## src/hw/wdt_map.svh

```systemverilog
// register map, field positions, reset values and key bytes of the watchdog_unit
// assumes inclusion by bare name from every file that decodes registers
// Function
// - key 0x5A then 0xA5 clears counter
// - clears ignored at exception level two up
// - only levels zero and one may clear
// - windowed mode: no overflow interrupt, overflow resets
// - windowed clear outside window resets
// - counter halts in stop and deep-stop
// - count clock selectable rc or low-speed
`ifndef WDT_MAP_SVH
`define WDT_MAP_SVH

// ----------------------------------------
// register offsets
// ----------------------------------------
`define OFS_CLEAR      12'h000
`define OFS_MODE       12'h004
`define OFS_STATUS     12'h008
`define OFS_EVT_STATUS 12'h00c
`define OFS_EVT_MASK   12'h010
`define OFS_COUNT      12'h014

// ----------------------------------------
// key bytes and fields
// ----------------------------------------
`define KEY_FIRST      8'h5a
`define KEY_SECOND     8'ha5
`define MODE_W         5
`define MODE_RESET     5'h00
`define EVT_W          3
`define EVT_OVERFLOW   0
`define EVT_CLEARED    1
`define EVT_IGNORED    2
`define LEVEL_NO_CLEAR 2'h2

`endif

```

## src/hw/wdt_pkg.sv

```systemverilog
// types shared by the watchdog_unit files
// assumes wdt_map.svh supplies all numeric constants
package wdt_pkg;

  // ----------------------------------------
  // mode register layout
  // ----------------------------------------
  typedef enum logic [1:0] {
    win_full,
    win_75,
    win_50,
    win_rsvd
  } window_t;

  typedef struct packed {
    logic    clock_sel;  // 0 dedicated rc, 1 low-speed
    window_t window;
    logic [1:0] period;  // overflow period select
  } mode_t;

  typedef struct packed {
    logic [11:0] addr;
    logic        write;
    logic [31:0] wdata;
  } apb_req_t;

  typedef enum logic {
    key_idle,
    key_armed
  } key_state_t;

endpackage : wdt_pkg

```

## src/hw/windowed_watchdog_timer.sv

```systemverilog
// windowed watchdog_unit with apb registers, key clear and interrupt
// assumes count strobes come from the clock generator, synchronous to pclk
// assumes the chip reset requested by wdt_reset returns through presetn
//
// Chosen here: the placing of the registers and the APB register port.
`timescale 1ns/100ps
`include "wdt_map.svh"
module windowed_watchdog_timer #(
  parameter int CNT_W = 16,  // counter width
  parameter int P0    = 7,   // log2 ticks, period select 0
  parameter int P1    = 9,   // log2 ticks, period select 1
  parameter int P2    = 11,  // log2 ticks, period select 2
  parameter int P3    = 13   // log2 ticks, period select 3
) (
  input  wire logic        pclk,      // apb clock, 125 MHz
  input  wire logic        presetn,   // async reset, active low
  input  wire logic        psel,      // apb select
  input  wire logic        penable,   // apb enable
  input  wire logic        pwrite,    // apb direction
  input  wire logic [11:0] paddr,     // apb byte address
  input  wire logic [31:0] pwdata,    // apb write data
  output logic      [31:0] prdata,    // apb read data
  output logic             pready,    // apb ready
  output logic             pslverr,   // apb error, unmapped
  input  wire logic        rc_tick,   // dedicated rc kilohertz strobe
  input  wire logic        ls_tick,   // low-speed clock strobe
  input  wire logic [1:0]  cpu_level, // cpu_exception_level
  input  wire logic        stop_mode, // stop or deep-stop mode
  output logic             irq,       // level interrupt
  output logic             wdt_reset, // reset request, held
  output logic             invalid_clear // reset cause: bad clear
);
  import wdt_pkg::*;

  // ----------------------------------------
  // declarations
  // ----------------------------------------
  apb_req_t              req;
  mode_t                 mode;
  logic [CNT_W-1:0]      count;
  logic [CNT_W-1:0]      limit;
  logic [CNT_W-1:0]      win_start;
  logic                  pend_a;
  logic                  pend_b;
  logic                  ovf_seen;
  logic [`EVT_W-1:0]     evt_status;
  logic [`EVT_W-1:0]     evt_mask;
  logic [`EVT_W-1:0]     evt_set;
  logic                  tick;
  logic                  key_ok;
  logic                  ignored;
  logic                  access;
  logic                  wr_done;
  logic                  mapped;
  logic                  overflow;
  logic                  windowed;
  logic                  in_window;
  logic [31:0]           next_rdata;
  // decoded selects, write strobes and reset causes
  logic                  sel_clear;
  logic                  sel_mode;
  logic                  sel_status;
  logic                  sel_evt_status;
  logic                  sel_evt_mask;
  logic                  sel_count;
  logic                  wr_clear;
  logic                  wr_mode;
  logic                  wr_evt_status;
  logic                  wr_evt_mask;
  logic                  clear_tick;
  logic                  timeout_hit;
  logic                  window_fault;

  // bundle the request so decode and writes read one carrier
  assign req = '{addr: paddr, write: pwrite, wdata: pwdata};

  // ----------------------------------------
  // apb handshake
  // ----------------------------------------
  // one wait state so that every answer comes from a flop
  assign access  = psel & penable;
  assign wr_done = access & pready & req.write;

  // address decode; offsets off the map, misaligned ones too, are unmapped
  always_comb begin
    sel_clear      = 1'b0;
    sel_mode       = 1'b0;
    sel_status     = 1'b0;
    sel_evt_status = 1'b0;
    sel_evt_mask   = 1'b0;
    sel_count      = 1'b0;
    mapped         = 1'b1;
    if (req.addr == `OFS_CLEAR) begin
      sel_clear = 1'b1;
    end else if (req.addr == `OFS_MODE) begin
      sel_mode = 1'b1;
    end else if (req.addr == `OFS_STATUS) begin
      sel_status = 1'b1;
    end else if (req.addr == `OFS_EVT_STATUS) begin
      sel_evt_status = 1'b1;
    end else if (req.addr == `OFS_EVT_MASK) begin
      sel_evt_mask = 1'b1;
    end else if (req.addr == `OFS_COUNT) begin
      sel_count = 1'b1;
    end else begin
      mapped = 1'b0;
    end
  end

  // read mux; the clear register is write-only and reads as zero
  always_comb begin
    next_rdata = 32'h0;
    if (sel_mode) begin
      next_rdata = {{(32-`MODE_W){1'b0}}, mode};
    end else if (sel_status) begin
      next_rdata = {29'h0, ovf_seen, pend_b, pend_a};
    end else if (sel_evt_status) begin
      next_rdata = {{(32-`EVT_W){1'b0}}, evt_status};
    end else if (sel_evt_mask) begin
      next_rdata = {{(32-`EVT_W){1'b0}}, evt_mask};
    end else if (sel_count) begin
      next_rdata = {{(32-CNT_W){1'b0}}, count};
    end
  end

  // write strobes fire at the edge where pready is sampled high
  assign wr_clear      = wr_done & sel_clear;
  assign wr_mode       = wr_done & sel_mode;
  assign wr_evt_status = wr_done & sel_evt_status;
  assign wr_evt_mask   = wr_done & sel_evt_mask;

  // answer registered on the first access cycle; one wait state, never more
  always_ff @(posedge pclk or negedge presetn) begin
    if (!presetn) begin
      pready <= 1'b0;
    end else begin
      pready <= access & ~pready;
    end
  end

  // error only for offsets outside the map; such a write is dropped
  always_ff @(posedge pclk or negedge presetn) begin
    if (!presetn) begin
      pslverr <= 1'b0;
    end else begin
      pslverr <= access & ~pready & ~mapped;
    end
  end

  // read data holds until the next read, so a late sampler still sees it
  always_ff @(posedge pclk or negedge presetn) begin
    if (!presetn) begin
      prdata <= 32'h0;
    end else if (access && !pready && !req.write) begin
      prdata <= next_rdata;
    end
  end

  // ----------------------------------------
  // mode and mask registers
  // ----------------------------------------
  // mode writes are not blocked; software must wait for clear flags first
  always_ff @(posedge pclk or negedge presetn) begin
    if (!presetn) begin
      mode <= `MODE_RESET;
    end else if (wr_mode) begin
      mode <= req.wdata[`MODE_W-1:0];
    end
  end

  // mask shares the event status layout
  always_ff @(posedge pclk or negedge presetn) begin
    if (!presetn) begin
      evt_mask <= '0;
    end else if (wr_evt_mask) begin
      evt_mask <= req.wdata[`EVT_W-1:0];
    end
  end

  // ----------------------------------------
  // clear key and count strobe
  // ----------------------------------------
  // key and level gate
  wdt_key_detect u_key (
    .pclk    (pclk),
    .presetn (presetn),
    .wr_stb  (wr_clear),
    .wbyte   (req.wdata[7:0]),
    .level   (cpu_level),
    .key_ok  (key_ok),
    .ignored (ignored)
  );

  wdt_tick_select u_tick (
    .pclk      (pclk),
    .presetn   (presetn),
    .rc_tick   (rc_tick),
    .ls_tick   (ls_tick),
    .clock_sel (mode.clock_sel),
    .stop_mode (stop_mode),
    .tick      (tick)
  );

  // ----------------------------------------
  // period and window
  // ----------------------------------------
  // long periods are only accurate on the low-speed source; not enforced
  always_comb begin
    case (mode.period)
      2'h0:    limit = CNT_W'((1 << P0) - 1);
      2'h1:    limit = CNT_W'((1 << P1) - 1);
      2'h2:    limit = CNT_W'((1 << P2) - 1);
      default: limit = CNT_W'((1 << P3) - 1);
    endcase
  end

  // window opens after the first quarter or first half of the period
  always_comb begin
    case (mode.window)
      win_75:  win_start = CNT_W'((limit >> 2) + 1'b1);
      win_50:  win_start = CNT_W'((limit >> 1) + 1'b1);
      default: win_start = '0;
    endcase
  end

  // the reserved window code behaves as the full window
  assign windowed  = (mode.window == win_75) || (mode.window == win_50);
  assign in_window = count >= win_start;
  // a tick that applies a pending clear restarts the count, so it cannot overflow
  assign clear_tick = tick & pend_a;
  assign overflow  = tick & ~pend_a & (count == limit) & ~wdt_reset;

  // ----------------------------------------
  // clear pending flags
  // ----------------------------------------
  // clear within two ticks
  // flag a covers key to counter clear; a new key while waiting keeps it set
  always_ff @(posedge pclk or negedge presetn) begin
    if (!presetn) begin
      pend_a <= 1'b0;
    end else if (key_ok) begin
      pend_a <= 1'b1;
    end else if (clear_tick) begin
      pend_a <= 1'b0;
    end
  end

  // flag b covers the tick after the clear, so software sees the whole span
  always_ff @(posedge pclk or negedge presetn) begin
    if (!presetn) begin
      pend_b <= 1'b0;
    end else if (clear_tick) begin
      pend_b <= 1'b1;
    end else if (tick) begin
      pend_b <= 1'b0;
    end
  end

  // ----------------------------------------
  // counter
  // ----------------------------------------
  // counts only on qualified strobes
  always_ff @(posedge pclk or negedge presetn) begin
    if (!presetn) begin
      count <= '0;
    end else if (clear_tick) begin
      count <= '0;
    end else if (overflow) begin
      count <= '0;
    end else if (tick && !wdt_reset) begin
      count <= count + 1'b1;
    end
  end

  // first overflow remembered
  // only an applied clear forgets it; reading the status does not
  always_ff @(posedge pclk or negedge presetn) begin
    if (!presetn) begin
      ovf_seen <= 1'b0;
    end else if (overflow && !windowed) begin
      ovf_seen <= 1'b1;
    end else if (clear_tick) begin
      ovf_seen <= 1'b0;
    end
  end

  // ----------------------------------------
  // reset request
  // ----------------------------------------
  // windowed overflow resets
  assign timeout_hit  = overflow & (windowed | ovf_seen);
  assign window_fault = key_ok & windowed & ~in_window;

  // held until the chip reset returns through presetn; the count stops advancing meanwhile, but a pending clear still zeroes it
  always_ff @(posedge pclk or negedge presetn) begin
    if (!presetn) begin
      wdt_reset <= 1'b0;
    end else if (timeout_hit || window_fault) begin
      wdt_reset <= 1'b1;
    end
  end

  // cause bit tells a bad clear from a timeout until the chip reset clears it through presetn
  always_ff @(posedge pclk or negedge presetn) begin
    if (!presetn) begin
      invalid_clear <= 1'b0;
    end else if (window_fault) begin
      invalid_clear <= 1'b1;
    end
  end

  // ----------------------------------------
  // events and interrupt
  // ----------------------------------------
  // no overflow interrupt when windowed
  assign evt_set[`EVT_OVERFLOW] = overflow & ~windowed & ~ovf_seen;
  assign evt_set[`EVT_CLEARED]  = clear_tick;
  assign evt_set[`EVT_IGNORED]  = ignored;

  // set wins over a same-cycle write-one-to-clear
  always_ff @(posedge pclk or negedge presetn) begin
    if (!presetn) begin
      evt_status <= '0;
    end else if (wr_evt_status) begin
      evt_status <= (evt_status & ~req.wdata[`EVT_W-1:0]) | evt_set;
    end else begin
      evt_status <= evt_status | evt_set;
    end
  end

  // level interrupt, one cycle behind the status, straight from a flop
  always_ff @(posedge pclk or negedge presetn) begin
    if (!presetn) begin
      irq <= 1'b0;
    end else begin
      irq <= |(evt_status & evt_mask);
    end
  end

endmodule : windowed_watchdog_timer

```

## src/hw/wdt_tick_select.sv

```systemverilog
// picks the watchdog_count_clock strobe and halts it in stop modes
// assumes both tick inputs are one-cycle strobes synchronous to pclk
`timescale 1ns/100ps
module wdt_tick_select (
  input  wire logic pclk,      // system clock
  input  wire logic presetn,   // async reset, active low
  input  wire logic rc_tick,   // dedicated rc kilohertz strobe
  input  wire logic ls_tick,   // low-speed clock strobe
  input  wire logic clock_sel, // 1 picks low-speed
  input  wire logic stop_mode, // stop or deep-stop active
  output logic      tick       // qualified count strobe
);

  always_ff @(posedge pclk or negedge presetn) begin
    if (!presetn) begin
      tick <= 1'b0;
    end else begin
      tick <= (clock_sel ? ls_tick : rc_tick) & ~stop_mode;
    end
  end

endmodule : wdt_tick_select

```

## src/hw/wdt_key_detect.sv

```systemverilog
// two-byte clear key detector on the counter_clear_register
// assumes wr_stb pulses once per completed write to that register
`timescale 1ns/100ps
`include "wdt_map.svh"
module wdt_key_detect (
  input  wire logic       pclk,    // system clock
  input  wire logic       presetn, // async reset, active low
  input  wire logic       wr_stb,  // clear register write
  input  wire logic [7:0] wbyte,   // written byte
  input  wire logic [1:0] level,   // cpu_exception_level
  output logic            key_ok,  // full key seen, one cycle
  output logic            ignored  // write dropped for level
);
  import wdt_pkg::*;

  key_state_t state;
  logic       allowed;

  assign allowed = level < `LEVEL_NO_CLEAR;

  always_ff @(posedge pclk or negedge presetn) begin
    if (!presetn) begin
      state   <= key_idle;
      key_ok  <= 1'b0;
      ignored <= 1'b0;
    end else begin
      key_ok  <= 1'b0;
      ignored <= wr_stb & ~allowed;
      if (wr_stb && allowed) begin
        case (state)
          key_idle: begin
            if (wbyte == `KEY_FIRST) state <= key_armed;
          end
          default: begin
            state  <= key_idle;
            key_ok <= (wbyte == `KEY_SECOND);
            if (wbyte == `KEY_FIRST) state <= key_armed;
          end
        endcase
      end
    end
  end

endmodule : wdt_key_detect

```

## config.mk

```make
export PLATFORM = sky130hd
export DESIGN_NAME = windowed_watchdog_timer
export DESIGN_NICKNAME = d
export VERILOG_FILES = /design/src/hw/wdt_pkg.sv /design/src/hw/windowed_watchdog_timer.sv /design/src/hw/wdt_tick_select.sv /design/src/hw/wdt_key_detect.sv
export VERILOG_INCLUDE_DIRS = /design/src /design/src/hw
export SDC_FILE = /design/constraint.sdc
export NUM_CORES = 1
export LEC_CHECK = 0
export BUFFER_PORTS_ARGS = -buffer_cell sky130_fd_sc_hd__buf_4
export CAP_MARGIN = 20
export CORE_UTILIZATION = 30
export DETAILED_ROUTE_END_ITERATION = 8
export GPL_ROUTABILITY_DRIVEN = 0
export PLACE_DENSITY = 0.5
export SLEW_MARGIN = 20
export SYNTH_ARGS = -nofsm -noshare
export SYNTH_HDL_FRONTEND = slang
export SYNTH_SLANG_ARGS = --single-unit
```

## constraint.sdc

```tcl
create_clock -name pclk -period 3.8 [get_ports pclk]
set_clock_uncertainty 0.05 [all_clocks]
set_input_delay 0.76 -clock pclk [delete_from_list [all_inputs] [get_ports pclk]]
set_output_delay 0.76 -clock pclk [all_outputs]
set_load 0.1 [all_outputs]
```

Word-level counts from Yosys, hierarchy flattened. Cells that the tools add are included.

$lt $le $gt $ge: 2. Bitwise logic cells: 35. Multiplexer cells: 46. Reductions and logical operators: 18. Equal/unequal tests: 12. Add/subtract/negate cells: 3.

Operator list (count): $mux 16 (8); $pmux 13 s3 (1); $mux 1 (35); $pmux 16 s2 (1); $eq 12x4->1 const B (2); $eq 12x5->1 const B (2); $and 1x1->1 (20); $add 15x1->16 const B (1); $add 16x1->16 const B (1); $eq 16x16->1 (1); $ge 16x16->1 (1); $add 14x1->15 const B (1); $eq 12x3->1 const B (1); $logic_not 12->1 (1); $not 1->1 (9); $eq 8x7->1 const B (1); $eq 8x8->1 const B (1); $and 3x3->3 (2); $or 3x3->3 (2); $reduce_bool 2->1 (3); $logic_and 1x1->1 (5); $eq 2x1->1 const B (2); $eq 2x2->1 const B (2); $logic_not 1->1 (4); other kinds (8) (9).

Bits of input ports: 54. Logic and storage cells: 135. Register bits after elaboration: 71.

Depth between registers and ports, before layout.
Word-level depth: 12. Depth in mapped cells: 10. Depth with buffers taken out: 10.

Cells and area by module. A second synthesis with hierarchy kept.

Cells, all modules: 319. Area total of the unflattened synthesis: 3109.2 um^2.

Modules (own cells, without submodules): windowed_watchdog_timer (area an instance 2912.8 um^2, seq. area each 1276.2 um^2, instances 1, cells each 302); wdt_key_detect (area an instance 157.7 um^2, seq. area each 75.1 um^2, instances 1, cells each 14); wdt_tick_select (area an instance 38.8 um^2, seq. area each 25.0 um^2, instances 1, cells each 3).

Least setup slack after synthesis. OpenSTA, ideal clock, no wires.

Path kind: in2reg. From: input paddr[11]. To: register evt_mask[0]. Required time: 3625 ps. Data arrival time: 2104 ps. Path buffers: 0. Cell stages on the path: 5. Library setup time: 125 ps. Slack: 1521 ps. Cells stage by stage: or4_4 nor3_4 nand2_1 nor3_4 mux2_2.

Longest elaborated chain between the ends: 7. Elaborated cells between the ends (all ways): 11. Those cells by class: 4 x eq/ne; 5 x mux; 1 x bitwise; 1 x reduce/logical.

RTL lines: start: declaration (line windowed_watchdog_timer.sv:20) `input wire logic [11:0] paddr,`; $eq 12x5->1 (no line); $mux 1 (line windowed_watchdog_timer.sv:101) `` end else if (req.addr == `OFS_EVT_MASK) begin ``; $mux 1 (line windowed_watchdog_timer.sv:99) `` end else if (req.addr == `OFS_EVT_STATUS) begin ``; $mux 1 (line windowed_watchdog_timer.sv:97) `` end else if (req.addr == `OFS_STATUS) begin ``; $mux 1 (line windowed_watchdog_timer.sv:95) `` end else if (req.addr == `OFS_MODE) begin ``; $mux 1 (*) (line windowed_watchdog_timer.sv:93) `` if (req.addr == `OFS_CLEAR) begin ``; $and 1x1->1 (*) (line windowed_watchdog_timer.sv:130) `assign wr_evt_mask = wr_done & sel_evt_mask;`; end signal: assignment (line windowed_watchdog_timer.sv:176) `` evt_mask <= req.wdata[`EVT_W-1:0]; ``; end: declaration (line windowed_watchdog_timer.sv:47) `` logic [`EVT_W-1:0] evt_mask; ``.

Mark *: on every way between the ends. The rest lies on a longest branch, timed or not. A chain may end at the register's enable or synchronous reset.

Worst setup path in the final report.
From: register mode[2] (netlist bit). To: register invalid_clear.

Longest elaborated chain between the ends: 5. Elaborated cells between the ends (all ways): 8. Those cells by class: 1 x order compare; 2 x eq/ne; 1 x mux; 3 x bitwise; 1 x reduce/logical.

RTL lines: start: declaration (line windowed_watchdog_timer.sv:39) `mode_t mode;`; start signal: assignment (line windowed_watchdog_timer.sv:165) `` mode <= `MODE_RESET; ``; start signal: assignment (line windowed_watchdog_timer.sv:167) `` mode <= req.wdata[`MODE_W-1:0]; ``; $eq 2x2->1 / $eq 2x1->1 (equally long branches) (line windowed_watchdog_timer.sv:219, windowed_watchdog_timer.sv:227); $pmux 16 s2 (line windowed_watchdog_timer.sv:219) `case (mode.window)`; $ge 16x16->1 (line windowed_watchdog_timer.sv:228) `assign in_window = count >= win_start;`; $not 1->1 (line windowed_watchdog_timer.sv:292) `assign window_fault = key_ok & windowed & ~in_window;`; $and 1x1->1 (*) (line windowed_watchdog_timer.sv:292); end signal: assignment (line windowed_watchdog_timer.sv:306) `invalid_clear <= 1'b0;`; end signal: assignment (line windowed_watchdog_timer.sv:308) `invalid_clear <= 1'b1;`; end: declaration (line windowed_watchdog_timer.sv:31) `output logic invalid_clear`.

Marks and branches as above.

==> summary.txt <==
Drt
  – DRT Pass-1 Iters: 4
  – Antenna viol nets, final: 0
  – Total number of vias: 2,512
  – Via density: 4.94
  – WL final: 7.36 mm
  – Initial drt markers: 67
  – Routed length per instance: 14.5 microns
  – Post-route DRC: 0

STA
  – Worst Max-Slew Pin Slew: 718 ps
  – Worst setup margin: 1260 ps
  – Final hold vios: 0
  – Final worst-path cycle share: 66.9%
  – Rel. slew slack: 52.2%
  – RSZ-0062 raised after global routing: no
  – Final setup viols: 0
  – Hold Slack: 394 ps
  – Fin crit period: 2540 ps
  – Slew Viols, Final: 0
  – FMAX: 394 MHz
  – TNS Setup: 0 ps

Synthesis
  – Synth Area in Simple Gates: 24.0%
  – Sequential share of the synthesized area: 42.6%
  – Largest family of logic cells by synthesized area: simple AND/OR/NAND/NOR gates
  – Yosys top cell area share: 42.6%
  – Post-synth top flop: dfrtp_1
  – Yosys warning count: 0
  – Syn Inst Count: 331
  – Yosys cell types: 63
  – Number of synthesized flops with an enable pin: 0
  – Synth Area in XOR/XNOR: 0.271%
  – Top cell type by total area after synthesis: dfrtp_1
  – Multiplexer share of the synthesized area: 4.33%
  – Largest cells by area after synthesis: dfrtp_1 43%, ha_1 4.6%, nand2_1 4.5%, a22o_1 4.1%, buf_4 3.7%
  – Asr flop ratio synth: 100%
  – Adder-cell share of the synthesized area: 4.64%
  – Mean post-synth cell area: 9.77 sq um
  – Mapped cell area: 3230 sq um
  – Compound-Gate Fraction of Synth Area: 15.6%
  – Register bit total from synthesis: 55

Final layout
  – Area grow syn2layout: 14.8%
  – Antenna Cells: 0
  – Core Util, Final: 35.8%
  – Share of layout cells above drive strength 1: 21.4%
  – Final net count: 438

Power
  – Pwr Density: 325 nW/um^2
  – VDD IR-drop max: 0.161 mV
  – Static leakage: 0.00173 uW
  – Final Power: 1210 uW

Setup path
  – Critical path, cell by cell: inv_1 > ha_1 > nor2b_1 > nand2_1 > ha_1 > o21ai_0 > nand2b_1 > a2111oi_0 > o31a_1 > or2_2
  – R2R cell count: 10
  – Worst EP required: 4010 ps
  – Startpoint Class: register
  – Top cell by count, worst path: ha_1
  – CP max stage cell: dfrtp_1
  – Critical path class: reg2reg
  – CP endpoint kind: register
  – Slowest stage delay, CP: 440 ps
  – Crit path max fanout: 6
  – Crit path DAT: 2750 ps

Run status
  – Status: finished clean

Floorplanning
  – I/O pin count: 91
  – Starting Density: 31.2%
  – Row count: 37
  – Die Area: 11,200 sq um
  – Die Y: 106 microns
  – Chip width: 106 microns
  – Core area: 10,400 sq um

Clocking
  – Reg clk slew, reported paths: 120 ps
  – # hold bufs at CTS: 0
  – Clock latency on the worst-skew pair: 310 ps
  – CTS resizes: 0
  – CTS Root Cell: clkbuf_8
  – Post-CTS Setup Repair Bufs: 0
  – Clk buf depth: 2
  – CTS tree: yes
  – # clock sinks: 55
  – H-tree lvl count: 2
  – CTS Buf Count: 5

Hold path
  – WHS Path Cells: 1
  – Hold WC Path Type: reg2reg

Global route
  – Tot GR Track Use: 14.1%
  – Maximum number of pins on one net before global-route repair: 56
  – Vias in the first global route: 2,488
  – First-pass GRT wire length: 12.8 mm
  – Overflow left after global routing: 0
  – Antenna violations before repair: 0

Placed design
  – HPWL Detailed: 5.51 mm
  – PortBufs: 49
  – Place WS: 1010 ps

Flow run
  – Total of max-cap violations: 0
[worst max-delay path, delay by kind of cell, from the launching register on]
kind / cells / cell delay [ps]
compound gates: 3 / 720
fa+ha+maj: 2 / 650
buf+inv: 1 / 60
flops: 1 / 440
simple gates: 4 / 570
[cell usage after synthesis (4+ instances only)]
master    count
dfrtp_1      55
nand2_1      39
nor2_1       19
buf_4        16
nand3_1      16
a22o_1       15
o21ai_0      15
ha_1         12
inv_1        12
nand4_1      10
a31oi_1       7
clkbuf_1      7
nor3_1        7
buf_6         5
mux2_1        5
mux2i_1       5
nor2b_1       5
a21o_1        4
o311ai_1      4
or3_1         4
[worst paths after layout]
| kind | from | endpoint | slack, ps |
|---|---|---|---|
| worst max register to register | mode[2]$_DFFE_PN0P_ | invalid_clear$_DFFE_PN0P_ | 1260 |
| worst min register to register | u_key.ignored$_DFF_PN0_ | evt_status[2]$_DFF_PN0_ | 390 |
| worst min-delay path | u_key.ignored$_DFF_PN0_ | evt_status[2]$_DFF_PN0_ | 390 |
| worst max-delay path | mode[2]$_DFFE_PN0P_ | invalid_clear$_DFFE_PN0P_ | 1260 |
| max in group asynchronous | presetn | wdt_reset$_DFFE_PN0P_ | 2790 |
| min in group asynchronous | presetn | count[7]$_DFFE_PN0P_ | 440 |
[placed cells by master, fill, tap and decap left out, types with 4 or more instances in the layout]
master and count:
o311ai_1 4, nor2b_1 5, o21ai_0 15, nand3_1 16, clkbuf_8 5, or3_1 4
buf_4 51, nor3_1 7, nand2_1 39, inv_1 12, conb_1 16, mux2i_1 5
a21o_1 4, nand4_1 10, ha_1 12, nor2_1 19, a22o_1 15, dfrtp_1 55
mux2_1 5, a31oi_1 7
[per-stage QoR]
step,area (sq um),std cells
2_1_floorplan,3290,346
3_3_place_gp,3620,501
3_5_place_dp,3620,501
4_1_cts,3710,509
5_1_grt,3710,509
6_report,3710,509
[power by group]
part,internal (uW),switching [uW]
combinational,53.9,157
sequential,606,33.0
clock,137,218
total,798,408
[flip-flops by register name (all words and copies together) (netlist names)]
signal	count
count	16
prdata	16
mode	5
evt_mask	3
evt_status	3
invalid_clear	1
irq	1
ovf_seen	1
pend_a	1
pend_b	1
pready	1
pslverr	1
u_key.ignored	1
u_key.key_ok	1
u_key.state	1
u_tick.tick	1
wdt_reset	1
[metal layers]
metal | vias up | wire (microns) | track usage [%]
met5 | - | 0 | 0
met4 | 0 | 39 | 2.68
met3 | 2 | 201 | 1.48
met2 | 51 | 3270 | 22.3
met1 | 1195 | 3850 | 20.9
li1 | 1264 | - | -
[area by class of cell]
| type | count | area [sq um] |
|---|---|---|
| inverter | 12 | 45.0 |
| clock buffer | 5 | 68.8 |
| multi-input combinational | 247 | 1640 |
| fill | 1107 | 6660 |
| tap | 136 | 170 |
| clock inverter | 3 | 27.5 |
| sequential | 55 | 1380 |
| timing repair buffer | 51 | 383 |
[cells by family (layout without fill, tap and decap cells)]
logic type	count (synthesis)	count (layout)
other	1	16
AOI/OAI and AO/OA	69	69
buffers and inverters	44	71
xor gates and xnor gates	1	1
muxes	13	13
DFF	55	55
adders and majority gates	12	12
and+or+nand+nor	136	136
Note: power is estimated with default switching activity, not from simulation.
